==> src/hw/bom_cfg.svh <==
/*
 Register offsets, field positions, write masks and reset values of the
 breakout output mode block. Assumes byte addressing on a 12-bit bus address.
*/
`ifndef BOM_CFG_SVH
`define BOM_CFG_SVH

// ----------------------------------------------------------------------
// register byte offsets
// ----------------------------------------------------------------------
`define BOM_OFS_SINGLE_ENDED  12'h000
`define BOM_OFS_DIFFERENTIAL  12'h004
`define BOM_OFS_OPTO_COLLECTOR 12'h008

// ----------------------------------------------------------------------
// field layout
// ----------------------------------------------------------------------
`define BOM_FIELD_W        2
`define BOM_DIFF_LSB       0
`define BOM_OPTO_LSB       0
`define BOM_OC_LSB         16
`define BOM_SE11_LSB       22
`define BOM_OC_SEL_BASE    8

// ----------------------------------------------------------------------
// implemented bits and reset values
// ----------------------------------------------------------------------
`define BOM_MASK_SE        32'h00C0_0000
`define BOM_MASK_FULL      32'h00FF_FFFF
`define BOM_RST_WORD       32'h0000_0000

// ----------------------------------------------------------------------
// bus responses
// ----------------------------------------------------------------------
`define BOM_RESP_OKAY      2'h0
`define BOM_RESP_SLVERR    2'h2

`endif

==> src/hw/bom_pkg.sv <==
/*
 Types of the breakout output mode block: mode code and state records.
 Assumes bom_cfg.svh is compiled alongside for the numeric constants.
*/
package bom_pkg;

	// ----------------------------------------------------------------------
	// per-line mode code
	// ----------------------------------------------------------------------
	typedef enum logic [1:0] {
		BOM_MODE_LOW  = 2'h0,
		BOM_MODE_HIGH = 2'h1,
		BOM_MODE_DYN  = 2'h2,
		BOM_MODE_RSVD = 2'h3
	} bom_mode_t;

	// ----------------------------------------------------------------------
	// state of the bus slave and register file
	// ----------------------------------------------------------------------
	typedef struct packed {
		logic        awready;
		logic        wready;
		logic        aw_got;
		logic        w_got;
		logic [11:0] waddr;
		logic [31:0] wdata;
		logic [3:0]  wstrb;
		logic        bvalid;
		logic [1:0]  bresp;
		logic        arready;
		logic        rvalid;
		logic [31:0] rdata;
		logic [1:0]  rresp;
		logic [31:0] se_word;
		logic [31:0] diff_word;
		logic [31:0] oc_word;
	} bom_slave_state_t;

	// ----------------------------------------------------------------------
	// state of the line drivers
	// ----------------------------------------------------------------------
	typedef struct packed {
		logic [11:0] diff;
		logic [7:0]  opto;
		logic [3:0]  oc;
		logic        se11;
	} bom_line_state_t;

endpackage

==> src/hw/bom_lines_if.sv <==
/*
 Carrier between the register file and the line driver: mode words,
 selected dynamic signals and the registered line levels.
 Assumes both ends run on the same clock.
*/
interface bom_lines_if;
	logic [31:0] se_mode_word;
	logic [31:0] diff_mode_word;
	logic [31:0] opto_oc_mode_word;
	logic [11:0] dyn_src;
	logic [11:0] diff_line;
	logic [7:0]  opto_line;
	logic [3:0]  oc_line;
	logic        se11_line;

	modport regs (
		output se_mode_word,
		output diff_mode_word,
		output opto_oc_mode_word,
		output dyn_src,
		input  diff_line,
		input  opto_line,
		input  oc_line,
		input  se11_line
	);

	modport drv (
		input  se_mode_word,
		input  diff_mode_word,
		input  opto_oc_mode_word,
		input  dyn_src,
		output diff_line,
		output opto_line,
		output oc_line,
		output se11_line
	);
endinterface

==> src/hw/bom_line_drv.sv <==
/*
 Line driver: turns each two-bit mode field into a registered line level.
 Assumes the dynamic sources come from logic on the same clock.
*/
`include "bom_cfg.svh"

module bom_line_drv (
	// clock and reset
	input  wire logic aclk,
	input  wire logic aresetn,
	// mode words in, lines out
	bom_lines_if.drv  lines
);

	bom_pkg::bom_line_state_t st_ff;
	bom_pkg::bom_line_state_t nxt_st;

	// ----------------------------------------------------------------------
	// helpers
	// ----------------------------------------------------------------------
	function automatic logic [1:0] field_at(input logic [31:0] w, input int unsigned lsb);
		field_at = w[lsb +: `BOM_FIELD_W];
	endfunction

	function automatic logic line_level(input logic [1:0] m, input logic dyn);
		unique case (bom_pkg::bom_mode_t'(m))
			bom_pkg::BOM_MODE_LOW:  line_level = 1'b0;
			bom_pkg::BOM_MODE_HIGH: line_level = 1'b1;
			bom_pkg::BOM_MODE_DYN:  line_level = dyn;
			// reserved code falls back to a safe low
			bom_pkg::BOM_MODE_RSVD: line_level = 1'b0;
		endcase
	endfunction

	// ----------------------------------------------------------------------
	// next state
	// ----------------------------------------------------------------------
	always_comb begin
		nxt_st = st_ff;
		// each line decodes its own field against its own-index source, open-collector lines against index plus 8
		for (int i = 0; i < 12; i++) begin
			nxt_st.diff[i] = line_level(field_at(lines.diff_mode_word, `BOM_DIFF_LSB + 2 * i),
				lines.dyn_src[i]);
		end
		for (int i = 0; i < 8; i++) begin
			nxt_st.opto[i] = line_level(field_at(lines.opto_oc_mode_word, `BOM_OPTO_LSB + 2 * i),
				lines.dyn_src[i]);
		end
		for (int i = 0; i < 4; i++) begin
			nxt_st.oc[i] = line_level(field_at(lines.opto_oc_mode_word, `BOM_OC_LSB + 2 * i),
				lines.dyn_src[i + `BOM_OC_SEL_BASE]);
		end
		nxt_st.se11 = line_level(field_at(lines.se_mode_word, `BOM_SE11_LSB), lines.dyn_src[11]);
		if (!aresetn) begin
			nxt_st = '0;
		end
	end

	always_ff @(posedge aclk) begin
		st_ff <= nxt_st;
	end

	assign lines.diff_line = st_ff.diff;
	assign lines.opto_line = st_ff.opto;
	assign lines.oc_line   = st_ff.oc;
	assign lines.se11_line = st_ff.se11;

endmodule

==> src/hw/bom_top.sv <==
/*
 Breakout output mode select: AXI4-Lite register file holding the per-line
 mode fields, driving registered output lines through the line driver.
 Assumes dynamic sources already selected by index, on the same clock,
 and a master with at most one write and one read under way. Unmapped
 word offsets answer with an error response; their writes are dropped
 and their reads return zero.
*/
// Notes on behaviour
// - Mode 00 drives the line low, mode 01 drives it high.
// - Mode 10 follows the dynamic source; code 11 is reserved for software.
// - Every line has its own field, set independently of the others.
// - Dynamic mode takes the selector whose index equals the line index, except on open-collector lines.
// - Differential mode word: line n in bits 2n+1..2n, bits 0 to 23.
// - Third word: optocoupler lines in bits 0-15, open-collector lines in 16-23.
// - Single-ended line 11 field at bits 23..22, same codes, selector 11.
// - Every mode field reads back the last value written.
// - Open-collector line n follows selector n plus 8.
// - Lines sharing a selector share its signal but keep own static levels.
`include "bom_cfg.svh"

module bom_top (
	// clock and reset
	input  wire logic        aclk,
	input  wire logic        aresetn,
	// axi4-lite write address
	input  wire logic [11:0] s_axi_awaddr,
	input  wire logic [2:0]  s_axi_awprot,
	input  wire logic        s_axi_awvalid,
	output logic             s_axi_awready,
	// axi4-lite write data
	input  wire logic [31:0] s_axi_wdata,
	input  wire logic [3:0]  s_axi_wstrb,
	input  wire logic        s_axi_wvalid,
	output logic             s_axi_wready,
	// axi4-lite write response
	output logic [1:0]       s_axi_bresp,
	output logic             s_axi_bvalid,
	input  wire logic        s_axi_bready,
	// axi4-lite read address
	input  wire logic [11:0] s_axi_araddr,
	input  wire logic [2:0]  s_axi_arprot,
	input  wire logic        s_axi_arvalid,
	output logic             s_axi_arready,
	// axi4-lite read data
	output logic [31:0]      s_axi_rdata,
	output logic [1:0]       s_axi_rresp,
	output logic             s_axi_rvalid,
	input  wire logic        s_axi_rready,
	// dynamic sources, one per selector index
	input  wire logic [11:0] dynamic_source,
	// output lines
	output logic [11:0]      differential_output_line,
	output logic [7:0]       optocoupler_output_line,
	output logic [3:0]       open_collector_output_line,
	output logic             single_ended_output_line11
);

	// ----------------------------------------------------------------------
	// state and carrier
	// ----------------------------------------------------------------------
	bom_pkg::bom_slave_state_t st_ff;
	bom_pkg::bom_slave_state_t nxt_st;

	bom_lines_if lines ();

	// ----------------------------------------------------------------------
	// helpers
	// ----------------------------------------------------------------------
	function automatic logic [11:0] word_addr(input logic [11:0] a);
		word_addr = {a[11:2], 2'h0};
	endfunction

	function automatic logic is_mapped(input logic [11:0] a);
		unique case (word_addr(a))
			`BOM_OFS_SINGLE_ENDED:   is_mapped = 1'b1;
			`BOM_OFS_DIFFERENTIAL:   is_mapped = 1'b1;
			`BOM_OFS_OPTO_COLLECTOR: is_mapped = 1'b1;
			default:                 is_mapped = 1'b0;
		endcase
	endfunction

	// byte enables widened to bit enables
	function automatic logic [31:0] strobe_lanes(input logic [3:0] strb);
		strobe_lanes = '0;
		for (int b = 0; b < 4; b++) begin
			strobe_lanes[8 * b +: 8] = {8{strb[b]}};
		end
	endfunction

	// byte-lane merge limited to the implemented bits
	function automatic logic [31:0] merge(input logic [31:0] old, input logic [31:0] d,
		input logic [3:0] strb, input logic [31:0] mask);
		logic [31:0] lane;
		lane  = strobe_lanes(strb) & mask;
		merge = ((old & ~lane) | (d & lane)) & mask;
	endfunction

	// bits that a write may change in the register at this address
	function automatic logic [31:0] write_mask(input logic [11:0] a);
		unique case (word_addr(a))
			`BOM_OFS_SINGLE_ENDED:   write_mask = `BOM_MASK_SE;
			`BOM_OFS_DIFFERENTIAL:   write_mask = `BOM_MASK_FULL;
			`BOM_OFS_OPTO_COLLECTOR: write_mask = `BOM_MASK_FULL;
			default:                 write_mask = '0;
		endcase
	endfunction

	// stored word behind a byte address, zero where nothing is mapped
	function automatic logic [31:0] read_word(input bom_pkg::bom_slave_state_t s, input logic [11:0] a);
		unique case (word_addr(a))
			`BOM_OFS_SINGLE_ENDED:   read_word = s.se_word;
			`BOM_OFS_DIFFERENTIAL:   read_word = s.diff_word;
			`BOM_OFS_OPTO_COLLECTOR: read_word = s.oc_word;
			default:                 read_word = '0;
		endcase
	endfunction

	// ----------------------------------------------------------------------
	// bus slave and register file
	// ----------------------------------------------------------------------
	always_comb begin
		nxt_st = st_ff;

		// address and data are taken in either order and held
		if (s_axi_awvalid && st_ff.awready) begin
			nxt_st.aw_got = 1'b1;
			nxt_st.waddr  = s_axi_awaddr;
		end
		if (s_axi_wvalid && st_ff.wready) begin
			nxt_st.w_got = 1'b1;
			nxt_st.wdata = s_axi_wdata;
			nxt_st.wstrb = s_axi_wstrb;
		end

		// both halves held: commit and answer in the same edge
		if (st_ff.aw_got && st_ff.w_got && !st_ff.bvalid) begin
			nxt_st.aw_got = 1'b0;
			nxt_st.w_got  = 1'b0;
			nxt_st.bvalid = 1'b1;
			nxt_st.bresp  = is_mapped(st_ff.waddr) ? `BOM_RESP_OKAY : `BOM_RESP_SLVERR;
			unique case (word_addr(st_ff.waddr))
				`BOM_OFS_SINGLE_ENDED: begin
					nxt_st.se_word = merge(st_ff.se_word, st_ff.wdata, st_ff.wstrb,
						write_mask(st_ff.waddr));
				end
				`BOM_OFS_DIFFERENTIAL: begin
					nxt_st.diff_word = merge(st_ff.diff_word, st_ff.wdata, st_ff.wstrb,
						write_mask(st_ff.waddr));
				end
				`BOM_OFS_OPTO_COLLECTOR: begin
					nxt_st.oc_word = merge(st_ff.oc_word, st_ff.wdata, st_ff.wstrb,
						write_mask(st_ff.waddr));
				end
				default: begin
				end
			endcase
		end
		// the response stands until the master takes it
		if (st_ff.bvalid && s_axi_bready) begin
			nxt_st.bvalid = 1'b0;
		end

		// one write at a time: channels reopen only once idle, so no
		// second address can slip in while the first one commits
		nxt_st.awready = !nxt_st.aw_got && !nxt_st.bvalid;
		nxt_st.wready  = !nxt_st.w_got && !nxt_st.bvalid;

		// reads answer on the same edge that takes the address
		if (s_axi_arvalid && st_ff.arready) begin
			nxt_st.rvalid = 1'b1;
			nxt_st.rresp  = is_mapped(s_axi_araddr) ? `BOM_RESP_OKAY : `BOM_RESP_SLVERR;
			// a write that commits on this edge shows only in the next read
			nxt_st.rdata  = read_word(st_ff, s_axi_araddr);
		end
		// read data stand until the master takes them
		if (st_ff.rvalid && s_axi_rready) begin
			nxt_st.rvalid = 1'b0;
		end
		nxt_st.arready = !nxt_st.rvalid;

		// reset overrides any handshake of the same edge
		if (!aresetn) begin
			nxt_st           = '0;
			nxt_st.se_word   = `BOM_RST_WORD;
			nxt_st.diff_word = `BOM_RST_WORD;
			nxt_st.oc_word   = `BOM_RST_WORD;
		end
	end

	always_ff @(posedge aclk) begin
		st_ff <= nxt_st;
	end

	// ----------------------------------------------------------------------
	// line driver
	// ----------------------------------------------------------------------
	assign lines.se_mode_word      = st_ff.se_word;
	assign lines.diff_mode_word    = st_ff.diff_word;
	assign lines.opto_oc_mode_word = st_ff.oc_word;
	assign lines.dyn_src           = dynamic_source;

	bom_line_drv u_drv (
		.aclk    (aclk),
		.aresetn (aresetn),
		.lines   (lines)
	);

	// ----------------------------------------------------------------------
	// bus outputs
	// ----------------------------------------------------------------------
	assign s_axi_awready = st_ff.awready;
	assign s_axi_wready  = st_ff.wready;
	assign s_axi_bvalid  = st_ff.bvalid;
	assign s_axi_bresp   = st_ff.bresp;
	assign s_axi_arready = st_ff.arready;
	assign s_axi_rvalid  = st_ff.rvalid;
	assign s_axi_rdata   = st_ff.rdata;
	assign s_axi_rresp   = st_ff.rresp;

	// ----------------------------------------------------------------------
	// output lines, registered in the line driver
	// ----------------------------------------------------------------------
	assign differential_output_line   = lines.diff_line;
	assign optocoupler_output_line    = lines.opto_line;
	assign open_collector_output_line = lines.oc_line;
	assign single_ended_output_line11 = lines.se11_line;

endmodule

==> config.mk <==
export PLATFORM = sky130hd
export DESIGN_NAME = bom_top
export DESIGN_NICKNAME = d
export VERILOG_FILES = /design/src/hw/bom_pkg.sv /design/src/hw/bom_lines_if.sv /design/src/hw/bom_line_drv.sv /design/src/hw/bom_top.sv
export VERILOG_INCLUDE_DIRS = /design/src /design/src/hw
export SDC_FILE = /design/constraint.sdc
export NUM_CORES = 1
export LEC_CHECK = 0
export ABC_AREA = 1
export BUFFER_PORTS_ARGS = -buffer_cell sky130_fd_sc_hd__buf_2
export CAP_MARGIN = 15
export CORE_ASPECT_RATIO = 1.4
export CORE_MARGIN = 5
export CORE_UTILIZATION = 45
export CTS_CLUSTER_DIAMETER = 200
export CTS_CLUSTER_SIZE = 20
export DETAILED_ROUTE_END_ITERATION = 7
export GPL_TIMING_DRIVEN = 0
export PLACE_DENSITY = 0.8
export SLEW_MARGIN = 15
export SYNTH_ARGS = -nofsm -noshare
export SYNTH_HDL_FRONTEND = slang
export SYNTH_SLANG_ARGS = --single-unit
export TNS_END_PERCENT = 5
==> constraint.sdc <==
create_clock -name aclk -period 3 [get_ports aclk]
set_clock_uncertainty 0.2 [all_clocks]
set_input_delay 0.15 -clock aclk [delete_from_list [all_inputs] [get_ports aclk]]
set_output_delay 0.15 -clock aclk [all_outputs]
set_load 0.01 [all_outputs]
# Yosys cells after proc, flatten, opt, wreduce, memory -nomap -nowiden
# Cells that the tools add are included.
dict set report word_totals {
  reg_bits 212
  latch_bits 0
  ramBits 0
  romBits 0
  inputBits 85
  word_cells 233
  memories 0
}
dict set report op_classes {
  add_sub_neg 0
  multipliers 0
  n_div 0
  magnitude_cmp 0
  n_eq_ne 79
  shift 0
  muxes 45
  bitwise 18
  n_reduce_logical 71
}
# operator n
set op_table {}
lappend op_table {{$and A32 B32 Y32} 12}
lappend op_table {{$mux W32} 6}
lappend op_table {{$eq A2 B2 Y1 const B} 50}
lappend op_table {{$not A32 Y32} 3}
lappend op_table {{$or A32 B32 Y32} 3}
lappend op_table {{$pmux W32 S3} 1}
lappend op_table {{$pmux W1 S3} 25}
lappend op_table {{$eq A2 B1 Y1 const B} 25}
lappend op_table {{$logic_not A2 Y1} 25}
lappend op_table {{$reduce_or A2 Y1} 25}
lappend op_table {{$mux W35} 1}
lappend op_table {{$eq A10 B1 Y1 const B} 2}
lappend op_table {{$eq A10 B2 Y1 const B} 2}
lappend op_table {{$logic_not A10 Y1} 2}
lappend op_table {{$logic_and A1 B1 Y1} 9}
lappend op_table {{$mux W1} 8}
lappend op_table {{$mux W2} 3}
lappend op_table {{$reduce_and A2 Y1} 3}
lappend op_table {{$reduce_or A3 Y1} 2}
lappend op_table {{$logic_not A1 Y1} 5}
lappend op_table {{$mux W3} 1}

# Longest topological paths before layout
# Gate-level depths: netlist (run 1).
dict set report logic_depth {
  word_depth 9
  mapped_depth 10
}

# By module
# A second synthesis (run 1) with hierarchy kept.
dict set report unflattened {
  cells_unflattened 919
  area_unflattened_um2 6545.0
}
# module instances cells_per_inst area_each_um2 seq_area_each_um2
set by_module_without_submodules {}
lappend by_module_without_submodules {bom_top 1 716 5117.4 2402.3}
lappend by_module_without_submodules {bom_line_drv 1 203 1427.6 500.5}

# Least setup slack after synthesis (run 1)
# Ideal clock, no wire load.
dict set report synth_timing {
  path_type {register to register}
  start {register st_ff[182] (netlist name)}
  end {register with a tool-made name}
  t_arrival_ps 1158
  required_ps 2668
  path_slack_ps 1510
  stages_incl_launch_ff 10
  n_path_buf 1
  cell_sequence {dfxtp_1 > inv_2 > nand2_4 > nor2_4 > nand2_2 > nor2_4 > buf_4 > nand2_2 > nor2_1 > nor3_1}
}
# item line
set synth_lines {}
lappend synth_lines {{from (decl)} bom_top.sv:62} ;# bom_pkg::bom_slave_state_t st_ff;
lappend synth_lines {{from (signal assigned)} bom_top.sv:192} ;# st_ff <= nxt_st;

==> flow_summary.yaml, run 1 <==
run_status:
  status: "completed"
routing:
  wl_per_cell_um: 13.3
  first_pass_iters: 5
  wl_mm: 16.6
  drc: 0
  vias: 5938
  vias_per_cell: 4.77
  ant_nets: 0
  first_iter_violations: 370
cts:
  cts_resized: 0
  clock_latency_ps: 430
  htreeDepth: 4
  cts_tree: "built"
  clockBufferDepth: 2
  clk_pin_slew_worst_paths_ps: 60
  numCtsBuffers: 17
  cts_setup_buffers: 0
  cts_hold_buf: 58
  cts_sinks: 145
  clockRootBuffer: "clkbuf_16"
global_route:
  grt_start_max_net_pins: 17
  antenna_found_initial: 0
  globalRouteOverflowTotal: 0
  grtUsageTotal_pct: 20.0
  grt_pass1_vias: 5825
  grt_pass1_wl_mm: 27.3
finish:
  final_cell_area_um2: 8560
  nFillCells: 1195
  area_growth_pct: 33.4
  antenna_cells: 0
  drive_above_1_share_pct: 22.5
  instances_no_fill: 1246
  nNetsFinal: 1158
sta:
  finalCritPeriodShare_pct: 62.5
  timing.hold.ws_ps: 17.8
  tns_ps: 0
  tightest_slew_ps: 786
  rsz0062_at_grt: "no"
  slew_headroom_pct: 47.6
  timing_hold_violations_final: 0
  setup_viol: 0
  min_period_ps: 1870
  slew_viol_final: 0
  max_freq_mhz: 534
hold_path:
  worstHoldPathType: "in -> reg"
placed_design:
  dpl.cell_count: 1156
  hpwl_mm: 11.9
  place_area_um2: 7280
  io_buffers: 120
  gp_congestion: 0.852
floorplan:
  io_pins: 151
  start_util_pct: 45.9
  fp.dieH_um: 151
  rows: 51
  core_area_um2: 14000
  fp.dieW_um: 111
  die_area_um2: 16800
yosys:
  synth_area_leaders: "dfxtp_1 45%, nor2_1 12%, nand2_1 7.3%, a21oi_1 5.1%, ha_1 4.9%"
  yosysMostFrequentCell: "nor2_1"
  synth_area_per_cell_um2: 7.62
  synth_common_cells: "202 x nor2_1, 145 x dfxtp_1, 124 x nand2_1, 66 x a21oi_1, 57 x inv_1"
  synth-warning-count: 0
  ys_async_sr_fraction_pct: 0
  ys_seq_area_share_pct: 45.3
  yosys.cell_types.count: 30
  syn-cell-area_um2: 6410
  synth_top_area_share_pct: 45.3
  synth-edff-count: 0
  synth_cells: 842
  synth.largest_area_cell: "dfxtp_1"
  synth_flop_cell: "dfxtp_1"
  ys_ff_latch: 145
power:
  p_leak_uw: 0.00402
  ir_worst_vdd_mv: 0.364
  powerDensity_nw_per_um2: 564
  power_uw: 4830
critical_path:
  critical-path-max-stage-delay_ps: 590
  cpMostUsedCell: "dlygate4sd3_1"
  cp-start-kind: "input pin"
  crit_path_end_kind: "register"
  crit_required_ps: 3160
  critPathTopFamily: "buffers and inverters"
  slowest_stage: "dlygate4sd3_1"
  arrival_ps: 2040
  critPathMaxFanout: 10
  critPathBufInv: 4
  path_class: "in -> reg"
  crit_chain: "dlygate4sd3_1, buf_2, buf_1, o21ai_0, dlygate4sd3_1, a21oi_1"
job:
  drv_cap: 0
per-stage QoR:
stage / util [%] / worst slack, ps
final: 61.2 / 1130
after global routing: 61.2 / 1010
after CTS: 61.2 / 1130
after detailed placement: 52.1 / 1280
after global placement: 52.1 / 1330
after floorplan: - / 1510
cells in the final DEF, fill, tap and decap left out, types with 2 or more instances in the layout:
master,count
a211oi_2,5
nor2_4,7
buf_1,5
clkinv_2,3
nand2_2,5
dlygate4sd3_1,58
buf_6,6
nand2_1,124
bufinv_16,6
a211oi_1,5
nor3_1,12
buf_2,125
conb_1,10
nor2_1,202
inv_1,57
buf_4,41
a21oi_1,66
o21ai_1,15
inv_2,6
o21a_1,2
clkbuf_1,18
o21ai_0,46
clkbuf_8,5
nand3_2,2
nand3_4,3
nor2_2,3
ha_1,25
nand4_4,2
nand3_1,31
dfxtp_1,145
clkbuf_16,17
cell families after synthesis:
logic type,count (synthesis),share of synthesized area (%)
AO/OA/AOI/OAI,139,11.7
adder cells (fa/ha/maj),25,4.88
buffers and inverters,138,11.3
flip-flops,145,45.3
other,1,0.0585
AND/OR/NAND/NOR,394,26.8
worst min-delay path, stage by stage:
cell	delay, ps
buf_2	130
nor2_1	60
nand3_1	70
nand3_1	70
nand2_1	60
a21oi_1	50
layer usage:
| layer | up-vias | global-route usage, % | part of all wire (%) |
|---|---|---|---|
| li1 | 3050 | - | - |
| met1 | 2633 | 22.2 | 41 |
| met2 | 216 | 36.5 | 51 |
| met3 | 39 | 4.56 | 6.3 |
| met4 | 0 | 8.75 | 2.4 |
| met5 | - | 0 | 0 |
final timing paths:
check                  startpoint               to  slack [ps]  cells after the start
setup / recovery          aresetn       st_ff[178]        1130                      6
hold / removal    s_axi_araddr[3]  s_axi_rdata[23]          20                      6
setup reg to reg     s_axi_wready       st_ff[158]        1280                      6
hold reg to reg   s_axi_rdata[17]  s_axi_rdata[17]         270                      2
power by group:
| part | leakage, uW | switching, uW | internal (uW) | total (uW) |
|---|---|---|---|---|
| Clock | 0.000343 | 791 | 1670 | 2460 |
| Combinational | 0.00250 | 198 | 158 | 357 |
| Sequential | 0.00118 | 38.6 | 1980 | 2010 |
layout make-up:
class | count | area [um2] | share of cell area, %
inverter | 64 | 241 | 2.82
buffer | 74 | 483 | 5.64
clock buffer | 23 | 498 | 5.82
tap | 185 | 231 | 2.70
multi-input combinational | 568 | 2820 | 33.0
clock inverter | 9 | 199 | 2.32
timing repair buffer | 178 | 1180 | 13.8
sequential | 145 | 2900 | 33.9
(Power assumes the default switching activity.)
==> run 2: changes to the inputs <==
ABC_AREA = 0   (was 1)
clock period = 1.8 ns   (was 3 ns; I/O delays follow)
==> run 2 against run 1 <==
The flow now finishes with violations (negative hold slack). Combinational power grew 63%. Worst setup slack got worse by 1100 ps. Cell count is 11% lower. Synthesized area down 3.9%. Clock power grew 47%. First-iteration DRC count down 14%. Register-to-register slack worse by 1200 ps. Synthesized cell count is 17% lower. Critical path depth is 1 lower. Cell area down 3.2%. Global-route usage increased by 1.9 points. Flip-flop and latch count unchanged. Largest power group unchanged. Highest routed layer unchanged.
==> flow_summary.yaml, run 2 <==
floorplan:
  rows: 50
  die_area_um2: 16200
  core_area_um2: 13400
  fp.dieW_um: 109
  start_util_pct: 46.0
  fp.dieH_um: 148
  io_pins: 151
yosys:
  synth-warning-count: 0
  synth.largest_area_cell: "dfxtp_1"
  yosys.cell_types.count: 29
  synth_cells: 699
  syn-cell-area_um2: 6160
  synthSimpleGateAreaFrac_pct: 19.6
  yosysMostFrequentCell: "nand2_1"
  synth_top_area_share_pct: 47.1
  synth_compound_area_share_pct: 11.5
  ys_ff_latch: 145
  synth-edff-count: 0
  synth_area_leaders: "dfxtp_1 47%, nand2_1 11%, mux2i_1 8.6%, a21oi_1 5.1%, ha_1 5.1%"
  synth_top_family_by_area: "simple AND/OR/NAND/NOR gates"
  synth_common_cells: "179 x nand2_1, 145 x dfxtp_1, 63 x a21oi_1, 55 x nor2_1, 53 x mux2i_1"
  synth_flop_cell: "dfxtp_1"
  ys_seq_area_share_pct: 47.1
  muxShareOfSynthArea_pct: 8.61
  synth_area_per_cell_um2: 8.82
  synthXorXnorAreaFrac_pct: 0
  ys_async_sr_fraction_pct: 0
  synthAdderAreaFrac_pct: 5.08
finish:
  nNetsFinal: 1019
  final_cell_mix: "179 x nand2_1, 143 x dfxtp_1, 121 x buf_2, 63 x a21oi_1, 58 x dlygate4sd3_1"
  antenna_cells: 0
  final_cell_area_um2: 8290
  final_common_cell: "nand2_1"
  nFillCells: 1098
  drive_above_1_share_pct: 22.7
  area_growth_pct: 34.5
sta:
  finalCritPeriodShare_pct: 97.8
  min_period_ps: 1760
  rsz0062_at_grt: "yes"
  slew_viol_final: 0
  timing.hold.ws_ps: -29.4
  slew_headroom_pct: 49.2
  tightest_slew_ps: 762
  timing_hold_violations_final: 1
  setup_viol: 0
  timing.final.ws_setup_ps: 39.8
  max_freq_mhz: 568
routing:
  drc: 0
  first_iter_violations: 318
  first_pass_iters: 5
  wl_per_cell_um: 15.5
  wl_mm: 17.1
  ant_nets: 0
  vias: 5522
  vias_per_cell: 5.00
critical_path:
  critical-path-max-stage-delay_ps: 380
  critPathBufInv: 2
  arrival_ps: 1900
  crit_path_end_kind: "register"
  cp-start-kind: "register"
  crit_chain: "and2_1, clkbuf_1, buf_2, nand2_1, a21oi_1"
  timing.rr.end: "st_ff[151]"
  r2r.worst_path.cells: 5
  critPathMaxFanout: 10
  r2r-start: "s_axi_wready"
  critPathTopFamily: "buffers and inverters"
  path_class: "reg -> reg"
  crit_required_ps: 1940
  r2r_slack_ps: 40
  slowest_stage: "clkbuf_1"
power:
  p_switching_uw: 1780
  p_seq_share_pct: 44.1
  p_clk_share_pct: 48.1
  powerDensity_nw_per_um2: 904
  p_leak_uw: 0.00377
  pwr-share-comb_pct: 7.8
  power.switching_fraction_pct: 23.8
  power.internal_uw: 5710
  ir_worst_vdd_mv: 0.635
placed_design:
  io_buffers: 120
  place_area_um2: 7030
  gp_congestion: 0.813
  pre_cts_slack_ps: -295
  hpwl_mm: 11.4
run_status:
  status: "finished with violations"
  violations: "negative hold slack"
cts:
  htreeDepth: 4
  clockRootBuffer: "clkbuf_16"
  cts_hold_buf: 58
  clk_pin_slew_worst_paths_ps: 60
  cts_sinks: 145
  clockBufferDepth: 2
  clock_latency_ps: 420
  cts_tree: "built"
  numCtsBuffers: 17
hold_path:
  min_to: "s_axi_rdata[23]"
  holdCritStartpoint: "s_axi_araddr[6]"
  hold_path_depth: 4
  worstHoldPathType: "in -> reg"
job:
  drv_cap: 0
global_route:
  globalRouteOverflowTotal: 0
  grtUsageTotal_pct: 21.9
  grt_start_max_net_pins: 17
  antenna_found_initial: 0
  grt_pass1_wl_mm: 27.5
  grt_pass1_vias: 5685
-- run 2: cell types whose count changed after synthesis, moves of 12 or more --
cell,before,now
nand2_1,124,179
o31ai_1,0,24
nand3_1,31,0
clkbuf_1,17,29
a22oi_1,0,22
inv_1,57,25
nor2_1,202,55
o21ai_0,46,0
mux2i_1,0,53
o21ai_1,15,0
-- run 2: repair_timing --
item | in CTS | in global routing
hold endpoints to repair | 73 | 1
pin swaps | 2 | 1
resized for setup | 5 | 5
setup buffers | 2 | 2
setup endpoints to repair | 72 | 25
gates cloned | 0 | 0
-- run 2: final cells by class --
class | count | area (um2) | share of cell area (%)
plain buffers | 70 | 412 | 4.97
clock buffers | 17 | 425 | 5.13
clock inverters | 15 | 184 | 2.22
inverters | 26 | 97.6 | 1.18
multi-input cells | 467 | 2800 | 33.8
flip-flops and latches | 145 | 2910 | 35.1
well taps | 182 | 228 | 2.75
repair buffers | 182 | 1240 | 14.9
-- run 2: logic make-up (layout without fill, tap and decap cells) --
kind of cell | count (synthesis) | count (layout)
muxes | 53 | 53
other | 1 | 10
AOI/OAI and AO/OA | 114 | 114
buffers and inverters | 96 | 310
and+or+nand+nor | 265 | 265
adders and majority gates | 25 | 25
DFF | 145 | 145
-- run 2: worst max-delay path by stage --
stage / from / slack (ps) / cells after the start / to
2_1_floorplan: st_ff[178] / -40 / 3 / register
3_3_place_gp: st_ff[178] / -260 / 3 / register
3_5_place_dp: st_ff[178] / -300 / 3 / register
4_1_cts: s_axi_arready / -130 / 4 / s_axi_rdata[16]
5_1_grt: s_axi_wready / -40 / 5 / st_ff[151]
6_report: s_axi_wready / 40 / 5 / st_ff[151]
-- run 2: stage by stage --
step	total power, uW	setup TNS [ps]	utilization [%]	hold slack, ps	cells
floorplan	3620	-1840	-	18.4	708
global placement	3810	-17220	52.5	129	1010
detailed placement	3810	-20010	52.5	135	1010
CTS	7480	-1330	61.7	3.67	1102
global route	7710	-114	61.9	-13.6	1104
finish	7490	0	61.9	-29.4	1104
-- run 2: worst reg2reg max path, cell delays in order, from the launching register on --
cell and delay (ps):
dfxtp_1 370, and2_1 160, clkbuf_1 390, buf_2 310, nand2_1 100, a21oi_1 150
-- run 2: metal layers --
layer  part of all wire (%)  up-vias  GRT usage [%]
met2                     54      180           40.1
met3                    5.0       46           4.30
li1                       -     2730              -
met4                    3.9        0           10.7
met5                      0        -              0
met1                     37     2566           23.4
-- run 2: power by group through the flow --
stage | Clock (uW) | Combinational [uW] | Sequential, uW
after floorplan | 0 | 252 | 3370
after global placement | 0 | 434 | 3370
after detailed placement | 0 | 440 | 3370
after CTS | 3610 | 571 | 3300
after global routing | 3770 | 630 | 3310
final | 3610 | 581 | 3310
==> run 3: changes to the inputs <==
--- a/config.mk
+++ b/config.mk
@@ -22,3 +22,3 @@
 export SYNTH_HDL_FRONTEND = slang
 export SYNTH_SLANG_ARGS = --single-unit
-export TNS_END_PERCENT = 5
+export TNS_END_PERCENT = 50
==> constraint.sdc (replaced) <==
create_clock -name aclk -period 1.8 [get_ports aclk]
set_clock_uncertainty 0.2 [all_clocks]
set_input_delay 0.18 -clock aclk [delete_from_list [all_inputs] [get_ports aclk]]
set_output_delay 0.18 -clock aclk [all_outputs]
set_load 0.01 [all_outputs]
==> run 3 against run 2 <==
The flow now finishes without violations. Clock-buffer cell count unchanged. Routed wire length decreased by 2.7%. Maximum frequency decreased by 0.63%. Power decreased by 0.38%. Worst setup slack got worse by 11 ps. Clock power about the same. Register-to-register slack about the same. Flip-flop and latch count unchanged. Critical path type unchanged. Critical endpoint is now s_axi_rdata[20].
==> flow_summary.yaml, run 3 (synthesis results as in run 2) <==
sta:
  slew_headroom_pct: 47.4
  rsz0062_at_grt: "yes"
  timing_hold_violations_final: 0
  tightest_slew_ps: 789
  min_period_ps: 1770
  timing.hold.ws_ps: 4.69
  max_freq_mhz: 565
  slew_viol_final: 0
  setup_viol: 0
  finalCritPeriodShare_pct: 98.4
finish:
  instances_no_fill: 1099
  final_common_cell: "nand2_1"
  drive_above_1_share_pct: 22.8
  area_growth_pct: 33.6
  nNetsFinal: 1013
  final_cell_mix: "179 x nand2_1, 143 x dfxtp_1, 121 x buf_2, 63 x a21oi_1, 55 x nor2_1"
routing:
  vias: 5440
  first_iter_violations: 291
  ant_nets: 0
  drc: 0
  first_pass_iters: 5
  wl_per_cell_um: 15.2
  wl_mm: 16.7
  vias_per_cell: 4.95
placed_design:
  hpwl_mm: 11.4
  gp_congestion: 0.813
  dpl.cell_count: 1010
  io_buffers: 120
cts:
  cts_tree: "built"
  clk_pin_slew_worst_paths_ps: 60
  htreeDepth: 4
  clock_latency_ps: 410
  numCtsBuffers: 17
  cts_sinks: 145
  clockRootBuffer: "clkbuf_16"
  clockBufferDepth: 2
power:
  p_clk_share_pct: 48.1
  p_leak_uw: 0.00375
  pwr-share-comb_pct: 7.6
  powerDensity_nw_per_um2: 907
  power_uw: 7470
  power.internal_uw: 5710
  ir_worst_vdd_mv: 0.634
  p_seq_share_pct: 44.3
  p_switching_uw: 1760
  power.switching_fraction_pct: 23.6
global_route:
  grt_start_max_net_pins: 17
  grt_pass1_vias: 5523
  grtUsageTotal_pct: 21.1
  antenna_found_initial: 1
  globalRouteOverflowTotal: 0
  grt_pass1_wl_mm: 26.6
floorplan:
  fp.dieH_um: 148
  fp.dieW_um: 109
  io_pins: 151
  start_util_pct: 46.0
  rows: 50
  core_area_um2: 13400
  die_area_um2: 16200
hold_path:
  worstHoldPathType: "in -> reg"
  holdCritStartpoint: "s_axi_arvalid"
critical_path:
  r2r_slack_ps: 30
  critPathMaxFanout: 10
  path_class: "reg -> reg"
  r2r.worst_path.cells: 4
  cp-start-kind: "register"
  timing.rr.end: "s_axi_rdata[20]"
  crit_path_end_kind: "register"
  crit_path_start: "s_axi_arready"
  arrival_ps: 1890
  crit_required_ps: 1920
  endpoint: "s_axi_rdata[20]"
  r2r-start: "s_axi_arready"
job:
  drv_cap: 0
run_status:
  status: "completed"
-- run 3: changes by cell type in the layout (fill, tap and decap cells not counted) --
cell	before	now
dlygate4sd3_1	58	52
diode_2	0	1
-- run 3: power groups by stage --
stage               Clock (uW)  Sequential (uW)  Combinational, uW
finish                    3590             3310                569
global route              3750             3310                616
CTS                       3610             3300                562
detailed placement           0             3370                440
global placement             0             3370                434
floorplan                    0             3370                252
-- run 3: stage by stage --
step	setup WS, ps	area (um2)	TNS [ps]	utilization (%)
global placement	-263	7030	-21280	52.5
detailed placement	-310	7030	-24060	52.5
finish	28.6	8230	0	61.5
CTS	-128	8210	-1320	61.3
global route	-12.8	8230	-36.5	61.5
floorplan	-37.1	6200	-1840	-
-- run 3: layout make-up --
cell class,count,area (um2)
clock inverters,15,184
flip-flops and latches,145,2910
diodes,1,2.50
multi-input cells,467,2800
plain buffers,70,412
well taps,182,228
inverters,26,97.6
fillers,1118,5160
clock buffers,17,425
repair buffers,176,1180
-- run 3: worst min-delay path by stage --
| stage | end | slack [ps] | depth (start not counted) |
|---|---|---|---|
| floorplan | st_ff[178] | 110 | 2 |
| global placement | st_ff[178] | 220 | 3 |
| detailed placement | u_drv.lines.diff_line[5] | 230 | 3 |
| CTS | s_axi_rdata[22] | 6 | 3 |
| global route | s_axi_rdata[23] | 30 | 4 |
| finish | s_axi_rdata[1] | 5 | 4 |
-- run 3: worst max-delay path, cell delays in order, from the launching register on --
cell and delay [ps]:
dfxtp_1 420, and2_1 220, nand4_1 270, buf_4 290, o31ai_1 270
-- run 3: timing repair --
| item | CTS | global route |
|---|---|---|
| setup buffers | 2 | 2 |
| hold endpoints to repair | 67 | 0 |
| setup endpoints to repair | 72 | 24 |
| pin swaps | 2 | 1 |
| gates resized for setup | 5 | 5 |
| hold buffers | 52 | 0 |
-- run 3: layer usage --
metal	track usage [%]	routed length, um	part of all wire, %
met3	4.08	682	4.1
met5	0	0	0
met4	10.4	602	3.6
met1	23.0	6570	39
met2	38.2	8830	53
